### config.mk
export PLATFORM = sky130hd
export DESIGN_NAME = blt_trigger
export DESIGN_NICKNAME = d
export VERILOG_FILES = /design/src/rtl/blt_match_func.v /design/src/rtl/blt_trigger.v
export VERILOG_INCLUDE_DIRS = /design/src /design/src/rtl
export SDC_FILE = /design/constraint.sdc
export NUM_CORES = 1
export LEC_CHECK = 0
export BUFFER_PORTS_ARGS = -buffer_cell sky130_fd_sc_hd__clkbuf_2
export CAP_MARGIN = 0
export CORE_ASPECT_RATIO = 0.5
export CORE_MARGIN = 5
export CORE_UTILIZATION = 55
export DETAILED_ROUTE_END_ITERATION = 8
export GPL_TIMING_DRIVEN = 0
export PLACE_DENSITY = 0.75
export SKIP_CTS_REPAIR_TIMING = 1
export SYNTH_ARGS = -nofsm -noshare
export SYNTH_HDL_FRONTEND = slang
export SYNTH_SLANG_ARGS = --single-unit
### constraint.sdc
create_clock -name sys_clk -period 9.25 [get_ports sys_clk]
set_clock_uncertainty 0.2 [all_clocks]
set_input_delay 1.3875 -clock sys_clk [delete_from_list [all_inputs] [get_ports sys_clk]]
set_output_delay 1.3875 -clock sys_clk [all_outputs]
set_load 0.01 [all_outputs]
### src/rtl/blt_consts.vh
/*
 constants for the boolean logic trigger recognizer: register offsets, field positions,
 reset values and timing counts.
 assumes a 10 mhz system clock and a 32-bit axi4-lite register port.
*/
`ifndef BLT_CONSTS_VH
`define BLT_CONSTS_VH
`define BLT_CLK_HZ 10000000
`define BLT_CHOP_HZ 1000000
`define BLT_CHOP_DIV (`BLT_CLK_HZ / `BLT_CHOP_HZ)
`define BLT_OFS_CTRL 8'h00
`define BLT_OFS_FUNCA 8'h04
`define BLT_OFS_FUNCB 8'h08
`define BLT_OFS_FILT 8'h0c
`define BLT_OFS_CHAN 8'h10
`define BLT_OFS_STAT 8'h14
`define BLT_CTRL_SELB 0
`define BLT_CTRL_NEST 1
`define BLT_CTRL_XCLK 2
`define BLT_CTRL_SLOPE 3
`define BLT_CTRL_MON 4
`define BLT_CTRL_CHOP 5
`define BLT_CTRL_RST 32'h00000000
`define BLT_FUNC_RST 32'h00000000
`define BLT_FUNCA_RST 32'h00000001
`define BLT_CHAN_RST 32'h00000001
`define BLT_TERM_X 3'h0
`define BLT_TERM_HI 3'h1
`define BLT_TERM_LO 3'h2
`define BLT_TERM_RISE 3'h3
`define BLT_TERM_FALL 3'h4
`define BLT_RESP_OKAY 2'h0
`define BLT_RESP_SLVERR 2'h2
`endif

### src/rtl/blt_match_func.v
/*
 one stored match function: two and-columns of four channel terms, or-ed together.
 assumes synchronized channel levels and their previous samples on the same clock.
*/
`default_nettype none
`include "blt_consts.vh"
module blt_match_func
(
    input wire [23:0] funcWord,
    input wire [3:0] chanNow,
    input wire [3:0] chanPrev,
    input wire [3:0] chanLive,
    output wire matchHit,
    output wire hasEdge
);
    wire [7:0] termOk;
    wire [7:0] termCare;
    wire [7:0] termEdge;
    genvar i;
    generate
        for (i = 0; i < 8; i = i + 1)
        begin : gTerm
            wire [2:0] code = funcWord[3*i +: 3];
            wire ch = chanNow[i % 4];
            wire pv = chanPrev[i % 4];
            // grounded channel is disconnected and cannot satisfy any term but don't care
            wire live = chanLive[i % 4];
            assign termOk[i] = (code == `BLT_TERM_X) ? 1'b1 :
                               (code == `BLT_TERM_HI) ? (live & ch) :
                               (code == `BLT_TERM_LO) ? (live & ~ch) :
                               (code == `BLT_TERM_RISE) ? (live & ch & ~pv) :
                               (code == `BLT_TERM_FALL) ? (live & ~ch & pv) : 1'b0;
            assign termCare[i] = (code != `BLT_TERM_X);
            assign termEdge[i] = (code == `BLT_TERM_RISE) || (code == `BLT_TERM_FALL);
        end
    endgenerate
    // an all-don't-care column stays inactive so it cannot make the or always true
    wire col0 = (&termOk[3:0]) & (|termCare[3:0]);
    wire col1 = (&termOk[7:4]) & (|termCare[7:4]);
    assign matchHit = col0 | col1;
    assign hasEdge = |termEdge;
endmodule // blt_match_func
`default_nettype wire

### src/rtl/blt_trigger.v
/*
 boolean logic trigger recognizer with axi4-lite registers.
 assumes chanIn, extClkIn and resetIn are asynchronous pins; everything else is on sys_clk.
*/
// What this block does
// - each term is high, low or don't care
// - a term may instead match a rising or falling edge
// - each column ands its four channel terms
// - the function ors its two columns
// - an all-don't-care column is inactive and gives false
// - functions a and b both stored; selected one drives the trigger
// - writing one function leaves the other unchanged
// - nested mode: a arms, next b triggers, never without arming
// - after a nested trigger, disarm and look for a again
// - monitor shows trigger output, or external clock when qualifying
// - monitor forced on when all channel displays are off
// - filter holds off output and drops events no longer than its count
// - filter bypassed for a function holding an edge term
// - filter bypass decided separately for a and b
// - filter bypassed with external clock qualify or zero setting
// - grounded channel feeds no match; display-off channel still does
// - alternate advances per sweep; chop switches near one megahertz
// - with qualify, trigger only on selected clock edge while match true
// - slope set picks rising clock edge, else falling
// - edge terms and external clock qualify are mutually exclusive
// - reset input forces match false and clears the armed state
`default_nettype none
`include "blt_consts.vh"
module blt_trigger
(
    input wire sys_clk,
    input wire sys_rst,
    input wire [7:0] s_axi_awaddr,
    input wire s_axi_awvalid,
    output wire s_axi_awready,
    input wire [31:0] s_axi_wdata,
    input wire [3:0] s_axi_wstrb,
    input wire s_axi_wvalid,
    output wire s_axi_wready,
    output wire [1:0] s_axi_bresp,
    output wire s_axi_bvalid,
    input wire s_axi_bready,
    input wire [7:0] s_axi_araddr,
    input wire s_axi_arvalid,
    output wire s_axi_arready,
    output wire [31:0] s_axi_rdata,
    output wire [1:0] s_axi_rresp,
    output wire s_axi_rvalid,
    input wire s_axi_rready,
    input wire [3:0] chanIn,
    input wire extClkIn,
    input wire resetIn,
    input wire sweepDone,
    output reg trigOut,
    output reg monitorTrace,
    output reg monitorOn,
    output reg [1:0] displayChan
);
    reg [31:0] ctrl_r;
    reg [23:0] funcA_r;
    reg [23:0] funcB_r;
    reg [15:0] filt_r;
    reg [7:0] chan_r;
    reg [3:0] chanS1_r, chanS2_r, chanPrev_r;
    reg xclkS1_r, xclkS2_r, xclkPrev_r;
    reg rstS1_r, rstS2_r;
    reg armed_r;
    reg [15:0] cntA_r, cntB_r;
    reg [3:0] chopCnt_r;
    reg [7:0] awaddr_r;
    reg [31:0] wdata_r;
    reg [3:0] wstrb_r;
    reg awHave_r, wHave_r, bvalid_r, rvalid_r;
    reg [1:0] bresp_r, rresp_r;
    reg [31:0] rdata_r;
    wire hitA, hitB, edgeA, edgeB;
    wire selB = ctrl_r[`BLT_CTRL_SELB];
    wire nest = ctrl_r[`BLT_CTRL_NEST];
    wire xclk = ctrl_r[`BLT_CTRL_XCLK];
    wire slope = ctrl_r[`BLT_CTRL_SLOPE];
    wire [3:0] dispEn = chan_r[3:0];
    wire [3:0] chanLive = ~chan_r[7:4];
    blt_match_func uFuncA
    (
        .funcWord(funcA_r),
        .chanNow(chanS2_r),
        .chanPrev(chanPrev_r),
        .chanLive(chanLive),
        .matchHit(hitA),
        .hasEdge(edgeA)
    );
    blt_match_func uFuncB
    (
        .funcWord(funcB_r),
        .chanNow(chanS2_r),
        .chanPrev(chanPrev_r),
        .chanLive(chanLive),
        .matchHit(hitB),
        .hasEdge(edgeB)
    );
    // pin synchronisers; previous sample taken from the second stage only
    always @(posedge sys_clk or posedge sys_rst)
    begin
        if (sys_rst)
        begin
            chanS1_r <= 4'h0;
            chanS2_r <= 4'h0;
            chanPrev_r <= 4'h0;
            xclkS1_r <= 1'b0;
            xclkS2_r <= 1'b0;
            xclkPrev_r <= 1'b0;
            rstS1_r <= 1'b0;
            rstS2_r <= 1'b0;
        end
        else
        begin
            chanS1_r <= chanIn;
            chanS2_r <= chanS1_r;
            chanPrev_r <= chanS2_r;
            xclkS1_r <= extClkIn;
            xclkS2_r <= xclkS1_r;
            xclkPrev_r <= xclkS2_r;
            rstS1_r <= resetIn;
            rstS2_r <= rstS1_r;
        end
    end
    wire inhibit = rstS2_r;
    wire qualA = hitA & ~inhibit;
    wire qualB = hitB & ~inhibit;
    // per-function filter bypass
    wire filtOff = xclk || (filt_r == 16'h0000);
    wire bypA = filtOff || edgeA;
    wire bypB = filtOff || edgeB;
    // count must run the full setting before the output fires
    wire fireA = bypA ? qualA : (qualA && cntA_r == filt_r);
    wire fireB = bypB ? qualB : (qualB && cntB_r == filt_r);
    wire clkEdge = slope ? (xclkS2_r & ~xclkPrev_r) : (~xclkS2_r & xclkPrev_r);
    wire gateClk = ~xclk | clkEdge;
    wire evA = fireA & gateClk;
    wire evB = fireB & gateClk;
    wire trigNxt = nest ? (armed_r & evB) : (selB ? evB : evA);
    always @(posedge sys_clk or posedge sys_rst)
    begin
        if (sys_rst)
        begin
            cntA_r <= 16'h0000;
            cntB_r <= 16'h0000;
            armed_r <= 1'b0;
            trigOut <= 1'b0;
            monitorTrace <= 1'b0;
            monitorOn <= 1'b0;
        end
        else
        begin
            // filter counters restart whenever the match drops
            cntA_r <= ~qualA ? 16'h0000 : (cntA_r == filt_r ? cntA_r : cntA_r + 16'h0001);
            cntB_r <= ~qualB ? 16'h0000 : (cntB_r == filt_r ? cntB_r : cntB_r + 16'h0001);
            if (!nest || inhibit)
                armed_r <= 1'b0;
            else if (armed_r && evB)
                armed_r <= 1'b0;
            else if (evA)
                armed_r <= 1'b1;
            trigOut <= trigNxt;
            monitorTrace <= xclk ? xclkS2_r : trigNxt;
            monitorOn <= ctrl_r[`BLT_CTRL_MON] | ~(|dispEn);
        end
    end
    // display sequencing: next enabled channel after a sweep or chop tick
    localparam [31:0] CHOP_LAST = `BLT_CHOP_DIV - 32'h1;
    localparam [31:0] FUNCA_RST = `BLT_FUNCA_RST;
    // low bits only: the divider stays well inside the four-bit counter
    wire chopTick = (chopCnt_r == CHOP_LAST[3:0]);
    wire advance = ctrl_r[`BLT_CTRL_CHOP] ? chopTick : sweepDone;
    reg [1:0] nextChan;
    always @*
    begin
        nextChan = displayChan;
        if (dispEn[displayChan + 2'h1])
            nextChan = displayChan + 2'h1;
        else if (dispEn[displayChan + 2'h2])
            nextChan = displayChan + 2'h2;
        else if (dispEn[displayChan + 2'h3])
            nextChan = displayChan + 2'h3;
    end
    always @(posedge sys_clk or posedge sys_rst)
    begin
        if (sys_rst)
        begin
            chopCnt_r <= 4'h0;
            displayChan <= 2'h0;
        end
        else
        begin
            chopCnt_r <= chopTick ? 4'h0 : chopCnt_r + 4'h1;
            if (advance)
                displayChan <= nextChan;
        end
    end
    // axi4-lite slave: one write and one read at a time, address and data in either order
    assign s_axi_awready = ~awHave_r & ~bvalid_r;
    assign s_axi_wready = ~wHave_r & ~bvalid_r;
    assign s_axi_bvalid = bvalid_r;
    assign s_axi_bresp = bresp_r;
    assign s_axi_arready = ~rvalid_r;
    assign s_axi_rvalid = rvalid_r;
    assign s_axi_rdata = rdata_r;
    assign s_axi_rresp = rresp_r;
    wire [31:0] wmask = {{8{wstrb_r[3]}}, {8{wstrb_r[2]}}, {8{wstrb_r[1]}}, {8{wstrb_r[0]}}};
    wire [31:0] ctrlW = (ctrl_r & ~wmask) | (wdata_r & wmask);
    wire [31:0] funcAW = ({8'h00, funcA_r} & ~wmask) | (wdata_r & wmask);
    wire [31:0] funcBW = ({8'h00, funcB_r} & ~wmask) | (wdata_r & wmask);
    wire doWrite = awHave_r & wHave_r & ~bvalid_r;
    // reject edge terms while qualifying, and qualifying while any edge term is stored
    wire nextEdgeA = |{funcAW[23:21] == `BLT_TERM_RISE || funcAW[23:21] == `BLT_TERM_FALL,
        funcAW[20:18] == `BLT_TERM_RISE || funcAW[20:18] == `BLT_TERM_FALL,
        funcAW[17:15] == `BLT_TERM_RISE || funcAW[17:15] == `BLT_TERM_FALL,
        funcAW[14:12] == `BLT_TERM_RISE || funcAW[14:12] == `BLT_TERM_FALL,
        funcAW[11:9] == `BLT_TERM_RISE || funcAW[11:9] == `BLT_TERM_FALL,
        funcAW[8:6] == `BLT_TERM_RISE || funcAW[8:6] == `BLT_TERM_FALL,
        funcAW[5:3] == `BLT_TERM_RISE || funcAW[5:3] == `BLT_TERM_FALL,
        funcAW[2:0] == `BLT_TERM_RISE || funcAW[2:0] == `BLT_TERM_FALL};
    wire nextEdgeB = |{funcBW[23:21] == `BLT_TERM_RISE || funcBW[23:21] == `BLT_TERM_FALL,
        funcBW[20:18] == `BLT_TERM_RISE || funcBW[20:18] == `BLT_TERM_FALL,
        funcBW[17:15] == `BLT_TERM_RISE || funcBW[17:15] == `BLT_TERM_FALL,
        funcBW[14:12] == `BLT_TERM_RISE || funcBW[14:12] == `BLT_TERM_FALL,
        funcBW[11:9] == `BLT_TERM_RISE || funcBW[11:9] == `BLT_TERM_FALL,
        funcBW[8:6] == `BLT_TERM_RISE || funcBW[8:6] == `BLT_TERM_FALL,
        funcBW[5:3] == `BLT_TERM_RISE || funcBW[5:3] == `BLT_TERM_FALL,
        funcBW[2:0] == `BLT_TERM_RISE || funcBW[2:0] == `BLT_TERM_FALL};
    always @(posedge sys_clk or posedge sys_rst)
    begin
        if (sys_rst)
        begin
            awHave_r <= 1'b0;
            wHave_r <= 1'b0;
            bvalid_r <= 1'b0;
            bresp_r <= `BLT_RESP_OKAY;
            awaddr_r <= 8'h00;
            wdata_r <= 32'h00000000;
            wstrb_r <= 4'h0;
            ctrl_r <= `BLT_CTRL_RST;
            funcA_r <= FUNCA_RST[23:0];
            funcB_r <= 24'h000000;
            filt_r <= 16'h0000;
            chan_r <= 8'h01;
        end
        else
        begin
            if (s_axi_awvalid && s_axi_awready)
            begin
                awHave_r <= 1'b1;
                awaddr_r <= s_axi_awaddr;
            end
            if (s_axi_wvalid && s_axi_wready)
            begin
                wHave_r <= 1'b1;
                wdata_r <= s_axi_wdata;
                wstrb_r <= s_axi_wstrb;
            end
            if (bvalid_r && s_axi_bready)
                bvalid_r <= 1'b0;
            if (doWrite)
            begin
                awHave_r <= 1'b0;
                wHave_r <= 1'b0;
                bvalid_r <= 1'b1;
                bresp_r <= `BLT_RESP_OKAY;
                case ({awaddr_r[7:2], 2'h0})
                    `BLT_OFS_CTRL:
                        if (ctrlW[`BLT_CTRL_XCLK] && !xclk && (edgeA || edgeB))
                            bresp_r <= `BLT_RESP_SLVERR;
                        else
                            ctrl_r <= {26'h0000000, ctrlW[5:0]};
                    `BLT_OFS_FUNCA:
                        if (xclk && nextEdgeA)
                            bresp_r <= `BLT_RESP_SLVERR;
                        else
                            funcA_r <= funcAW[23:0];
                    `BLT_OFS_FUNCB:
                        if (xclk && nextEdgeB)
                            bresp_r <= `BLT_RESP_SLVERR;
                        else
                            funcB_r <= funcBW[23:0];
                    `BLT_OFS_FILT:
                        filt_r <= (filt_r & ~wmask[15:0]) | (wdata_r[15:0] & wmask[15:0]);
                    `BLT_OFS_CHAN:
                        chan_r <= (chan_r & ~wmask[7:0]) | (wdata_r[7:0] & wmask[7:0]);
                    `BLT_OFS_STAT:
                        bresp_r <= `BLT_RESP_SLVERR;
                    default:
                        bresp_r <= `BLT_RESP_SLVERR;
                endcase
            end
        end
    end
    always @(posedge sys_clk or posedge sys_rst)
    begin
        if (sys_rst)
        begin
            rvalid_r <= 1'b0;
            rdata_r <= 32'h00000000;
            rresp_r <= `BLT_RESP_OKAY;
        end
        else if (s_axi_arvalid && s_axi_arready)
        begin
            rvalid_r <= 1'b1;
            rresp_r <= `BLT_RESP_OKAY;
            case ({s_axi_araddr[7:2], 2'h0})
                `BLT_OFS_CTRL: rdata_r <= ctrl_r;
                `BLT_OFS_FUNCA: rdata_r <= {8'h00, funcA_r};
                `BLT_OFS_FUNCB: rdata_r <= {8'h00, funcB_r};
                `BLT_OFS_FILT: rdata_r <= {16'h0000, filt_r};
                `BLT_OFS_CHAN: rdata_r <= {24'h000000, chan_r};
                `BLT_OFS_STAT: rdata_r <= {22'h000000, displayChan, chanS2_r, monitorOn, edgeB, edgeA, armed_r};
                default:
                begin
                    rdata_r <= 32'h00000000;
                    rresp_r <= `BLT_RESP_SLVERR;
                end
            endcase
        end
        else if (rvalid_r && s_axi_rready)
            rvalid_r <= 1'b0;
    end
endmodule // blt_trigger
`default_nettype wire

==> reports/qor.csv, run 1 <==
stage,metric,value,unit
clock_tree,clk_pin_slew,0.08,ns
drt,routedWlPerCell,20.4,um
timing,max_clock_freq,0.281,GHz
place,placed_area,11400,um^2
synthesis,yosys_warnings,0,
setup_path,cpPeakStageDelay,0.68,ns
drt,avgViaCountPerCell,6.16,
floorplan,io_pins,112,
floorplan,row_count,35,
synthesis,ys_top_cells_by_area,"dfrtp_1, mux2_2, mux2_1",
grt,antenna_found_initial,1,
grt,grt.overflow.total,0,
drt,dr.pass1.iters,6,
synthesis,synth_compound_area_share,13.5,%
setup_path,cp_data_arrival_time,3.72,ns
floorplan,die-height,108,um
timing,fin_crit,3.56,ns
clock_tree,cts_num_sinks,200,
synthesis,syn_area,10600,um^2
floorplan,start_util,56.8,%
synthesis,synth_edf_count,0,
setup_path,crit_slowest_cell,nor3_1,
synthesis,async_reset_ff_share,100,%
finish,fin_nets,1198,
timing,maxSlewViolCount,0,
drt,postRouteAntennaNets,0,
floorplan,core,18700,um^2
timing,finalCritPeriodShare,38.5,%
place,place_congestion,0.910,
synthesis,ys_ff_latch,200,
drt,wl,28700,um
setup_path,cp.required,9.41,ns
clock_tree,clkLatencyLatePin,0.45,ns
synthesis,postSynthCellCount,1016,
place,dp.final_hpwl,20700,um
finish,antenna_cells,0,
timing,grt_setup_unrepaired,false,
timing,hold_viol,0,
synthesis,synth.most_common_cell,dfrtp_1,
place,portBuffers,85,
synthesis,syn_area_per_cell,10.4,um^2
finish,drive_gt1_share,19.3,%
synthesis,synth_top_cell_area_share,46.7,%
finish,fill_cells,1505,
timing,holdWs,0.156,ns
synthesis,synth_simple_gate_area_share,15.9,%
finish,synthToLayoutAreaGrowth,13.7,%
timing,tns,0,ns
clock_tree,numCtsBuffers,17,
finish,stdcell_area,12100,um^2
clock_tree,cts-root-buf,clkbuf_16,
drt,drtIter0Drc,878,
setup_path,start_kind,input port,
timing,maxSlewHeadroom,35.8,%
synthesis,synth_xor_area_share,4.96,%
grt,grt_pass1_wl,45900,um
setup_path,cp_max_fo,9,
clock_tree,clockBufferDepth,2,
synthesis,synth.distinct_cells,72,
floorplan,die_w,206,um
synthesis,synthAdderAreaFrac,0.236,%
clock_tree,cts_tree,yes,
synthesis,muxShareOfSynthArea,14.3,%
power,leakagePower,5.69,nW
min_path,hold_class,flop to flop,
clock_tree,cts_max_level,4,
power,powerDensity,319,nW/um^2
outcome,status,"finished, final reports clean",
setup_path,critPathCaptureType,flop,
grt,grt_pass1_vias,8639,
power,peakVddDrop,0.155,mV
setup_path,critical_path.cell_chain,"clkbuf_2, or3_1, nor3_1, and2_1, clkbuf_1, a22oi_1, o21ai_0",
flow_run,drv_cap,0,
synthesis,synthTopCellsByCount,"dfrtp_1, nor2_1, nand2_1",
floorplan,dieArea,22300,um^2
synthesis,ys_seq_area_share,47.2,%
grt,grt_max_degree,103,
timing,tightest_slew,0.939,ns
synthesis,synth_top_family_by_area,simple AND/OR/NAND/NOR gates,
synthesis,yosys.area.top_type,dfrtp_1,
setup_path,worstSetupPathType,input port to flop,
grt,grt_usage,26.4,%
synthesis,synth_ff_type,dfrtp_1,
timing,setup_viol,0,
drt,drc,0,
power,totalPowerFinal,0.00384,W
drt,vias,8633,
[metrics by stage]
step           setup WS [ns]  util (%)  cells
6_report                5.69      64.6   1402
5_1_grt                 5.57      64.6   1402
4_1_cts                 5.78      64.6   1402
3_5_place_dp            5.33      61.2   1370
3_3_place_gp           0.339      61.0   1369
2_1_floorplan           2.21         -   1025
[kinds of logic after synthesis]
group | after synthesis
compound gates | 202
xor+xnor | 60
fa+ha+maj | 2
buf+inv | 88
flops | 200
mux | 135
other cells | 1
simple gates | 328
[per-layer routing]
layer | part of all wire, % | GRT usage, %
met5 | 0.045 | 0
met4 | 2.5 | 8.02
met3 | 7.8 | 7.13
met2 | 45 | 40.8
met1 | 45 | 36.9
[cell type report]
type,instances,area [um^2],share of cell area (%)
buffer,63,320,2.66
clock inverter,15,206,1.71
tap,259,324,2.69
sequential,200,5010,41.5
multi-input combinational,737,5220,43.3
inverter,25,101,0.841
timing repair buffer,86,453,3.76
clock buffer,17,425,3.53
[where the power goes]
group / internal, W / total (W) / leakage (nW) / switching (W)
combinational: 0.000665 / 0.00159 / 2.76 / 0.000926
sequential: 0.00110 / 0.00147 / 2.63 / 0.000370
clock: 0.000395 / 0.000786 / 0.303 / 0.000391
total: 0.00216 / 0.00384 / 5.69 / 0.00169
[critical path: cells and delay by family]
kind / cells / cell delay [ns]
buffers and inverters: 2 / 0.57
and+or+nand+nor: 3 / 1.33
AOI/OAI and AO/OA: 2 / 0.42
[cells in the final DEF (no fill, tap or decap), types with 17 or more instances in the layout]
cell         n
dfrtp_1    198
nor2_1      76
nor3_1      26
a22oi_1     19
o21ai_0     48
buf_4       17
nand2_1     74
xor2_1      46
mux2i_1     25
clkbuf_2    85
nand2b_1    35
mux2_2      60
a21oi_1     28
mux2_1      48
nor4_1      18
clkbuf_16   17
clkbuf_1    33
inv_1       24
[final timing paths]
kind                            startpoint               to  slack [ns]  cells past startpoint
setup / recovery           s_axi_araddr[7]  s_axi_rdata[18]        5.69                      7
hold / removal                 chanS1_r[0]      chanS2_r[0]        0.16                      0
setup reg to reg               chanS2_r[0]     monitorTrace        6.06                      9
hold reg to reg                chanS1_r[0]      chanS2_r[0]        0.16                      0
max in group asynchronous          sys_rst          trigOut        7.06                      3
min in group asynchronous          sys_rst      wdata_r[17]        0.84                      2
Power figures use the tool's default switching activity.
==> run 2, diff against run 1 <==
- ABC_AREA: default -> 1
- CORE_UTILIZATION: 55 -> 54
- PLACE_DENSITY: 0.75 -> 0.77
- clock period: 9.25 -> 2.9 ns (I/O delays scaled with it)
==> run 2 against run 1 <==
The flow now finishes with violations (hold timing); utilization down 1.6 points; critical endpoint is now cntB_r[2]; final area up 7.1%; via count up 30%; routed wire length up 25%; clock power rose to 3.1 times the previous value; non-clock buffer count up 9; critical path type is now flop to flop; largest cell class unchanged; hold slack worse by 0.16 ns.
==> reports/qor.csv, run 2 <==
stage,metric,value,unit
clock_tree,cts_tree,yes,
drt,avgViaCountPerCell,5.66,
clock_tree,cts_max_level,4,
synthesis,ys_ff_latch,200,
clock_tree,cts_num_sinks,200,
place,dp.final_hpwl,28100,um
outcome,status,"complete, but fails checks",
timing,maxSlewHeadroom,32.5,%
timing,tightest_slew,1.00,ns
synthesis,ys_seq_area_share,44.6,%
floorplan,dieArea,23900,um^2
drt,vias,11200,
clock_tree,clockBufferDepth,2,
drt,drc,0,
floorplan,core,20500,um^2
synthesis,syn_area_per_cell,7.20,um^2
grt,grt.overflow.total,0,
grt,grt_pass1_vias,10400,
power,peakVddDrop,0.740,mV
setup_path,worstSetupPathType,flop to flop,
setup_path,cp.required,3.07,ns
timing,holdWs,-0.00309,ns
synthesis,yosys.area.top_type,dfrtp_1,
outcome,failed_checks,hold timing,
power,powerDensity,835,nW/um^2
timing,hold_viol,3,
place,place_congestion,0.998,
setup_path,rrSetupSlack,0.13,ns
grt,antenna_found_initial,0,
finish,multi_input_area,5190,um^2
grt,grt_max_degree,43,
grt,grt.met2_usage,44.7,%
place,placed_area,12100,um^2
timing,maxSlewViolCount,0,
floorplan,die-height,112,um
clock_tree,clkLatencyLatePin,0.47,ns
timing,grt_setup_unrepaired,false,
timing,finalCritPeriodShare,95.6,%
synthesis,synth.most_common_cell,nand2_1,
timing,max_clock_freq,0.361,GHz
power,leakagePower,6.17,nW
grt,met1_usage,44.4,%
floorplan,row_count,37,
finish,final_cell_mix,"nand2_1, inv_1, dfrtp_1",
setup_path,start_kind,flop,
finish,seqCellArea,5010,um^2
drt,postRouteAntennaNets,0,
synthesis,ys_top_cells_by_area,"dfrtp_1, nand2_1, inv_1",
place,pre_cts_ws,-0.201,ns
clock_tree,cts-root-buf,clkbuf_16,
finish,antenna_cells,0,
synthesis,synth.distinct_cells,49,
timing,fin_crit,2.77,ns
grt,grt_pass1_wl,56300,um
finish,post-route-util,63.0,%
finish,fin_nets,1762,
drt,routedWlPerCell,18.1,um
setup_path,cp_data_arrival_time,2.94,ns
clock_tree,numCtsBuffers,17,
timing,setup_slack,0.127,ns
synthesis,syn_area,11200,um^2
setup_path,critPathCaptureType,flop,
timing,setup_viol,0,
finish,stdcell_area,12900,um^2
place,portBuffers,88,
synthesis,synth_ff_type,dfrtp_1,
finish,synthToLayoutAreaGrowth,15.1,%
floorplan,die_w,214,um
finish,fill_cells,1822,
finish,drive_gt1_share,11.7,%
synthesis,synth_edf_count,0,
min_path,hold_class,input port to flop,
synthesis,postSynthCellCount,1559,
synthesis,synth_top_cell_area_share,44.2,%
grt,grt_usage,30.4,%
drt,wl,35900,um
clock_tree,clk_pin_slew,0.07,ns
synthesis,async_reset_ff_share,100,%
timing,tns,0,ns
grt,grt_most_used_layer,met2,
synthesis,yosys_warnings,0,
finish,final_common_cell,nand2_1,
grt,met3_usage,8.45,%
drt,drtIter0Drc,1262,
floorplan,start_util,54.7,%
setup_path,cp_max_fo,10,
flow_run,drv_cap,0,
synthesis,synthTopCellsByCount,"nand2_1, inv_1, dfrtp_1",
drt,dr.pass1.iters,6,
floorplan,io_pins,112,
## run 2: cell count changes in the layout (fill, tap and decap cells not counted), moves of 48 or more
cell	change
mux2_2	-52
o21ai_0	+51
mux2_1	-48
nand3_1	+76
inv_1	+178
a21oi_1	+72
nor2_1	+114
nand2_1	+326
## run 2: path summary, 6_finish.rpt
check | start | to | cells after the start
setup / recovery | chanS2_r[1] | cntB_r[2] | 12
hold / removal | s_axi_wdata[17] | wdata_r[17] | 2
setup reg to reg | chanS2_r[1] | cntB_r[2] | 12
hold reg to reg | chanS1_r[3] | chanS2_r[3] | 0
max in group asynchronous | sys_rst | cntA_r[11] | 6
min in group asynchronous | sys_rst | s_axi_bvalid | 3
## run 2: area by class of cell
type                            count  share of cell area (%)
Buffer                             51                    2.42
Clock buffer                       19                    3.51
Clock inverter                     13                    1.07
Inverter                          212                    6.19
Multi-Input combinational cell   1105                    40.2
Sequential cell                   200                    38.8
Tap cell                          273                    2.64
Timing Repair Buffer              107                    5.23
## run 2: cell families after synthesis
logic type / count (synthesis) / share of synthesized area, %
multiplexers: 8 / 0.803
adder cells (fa/ha/maj): 2 / 0.223
AO/OA/AOI/OAI: 299 / 14.6
buffers and inverters: 263 / 9.88
XOR/XNOR: 19 / 1.48
other: 1 / 0.0334
AND/OR/NAND/NOR: 767 / 28.4
flip-flops: 200 / 44.6
## run 2: power by group
part           switching (W)  internal, W  leakage, nW
clock                0.00119      0.00126        0.285
sequential          0.000422      0.00323         2.60
combinational        0.00323      0.00145         3.28
## run 2: stage by stage
stage	power, W	instances
final	0.0108	1980
after floorplan	0.00664	1568
after global routing	0.0114	1980
after global placement	0.00797	1929
after detailed placement	0.00812	1934
after CTS	0.0105	1966
## run 2: per-layer routing
metal  wire, um  share of wire [%]  up-vias
met4        823                2.3        0
met1      16000                 45     5332
li1           -                  -     5295
met5          0                  0        -
met2      15700                 44      516
met3       3360                9.4       69
## run 2: worst max-delay path, stage by stage (launching register included)
cell	delay, ns
dfrtp_1	0.48
nor2_2	0.32
nand2_1	0.17
inv_1	0.18
nand2_1	0.07
nand3_1	0.07
nor2_1	0.04
nor2_1	0.13
nand3_1	0.23
a21oi_4	0.31
inv_1	0.09
buf_2	0.20
nor3_1	0.19
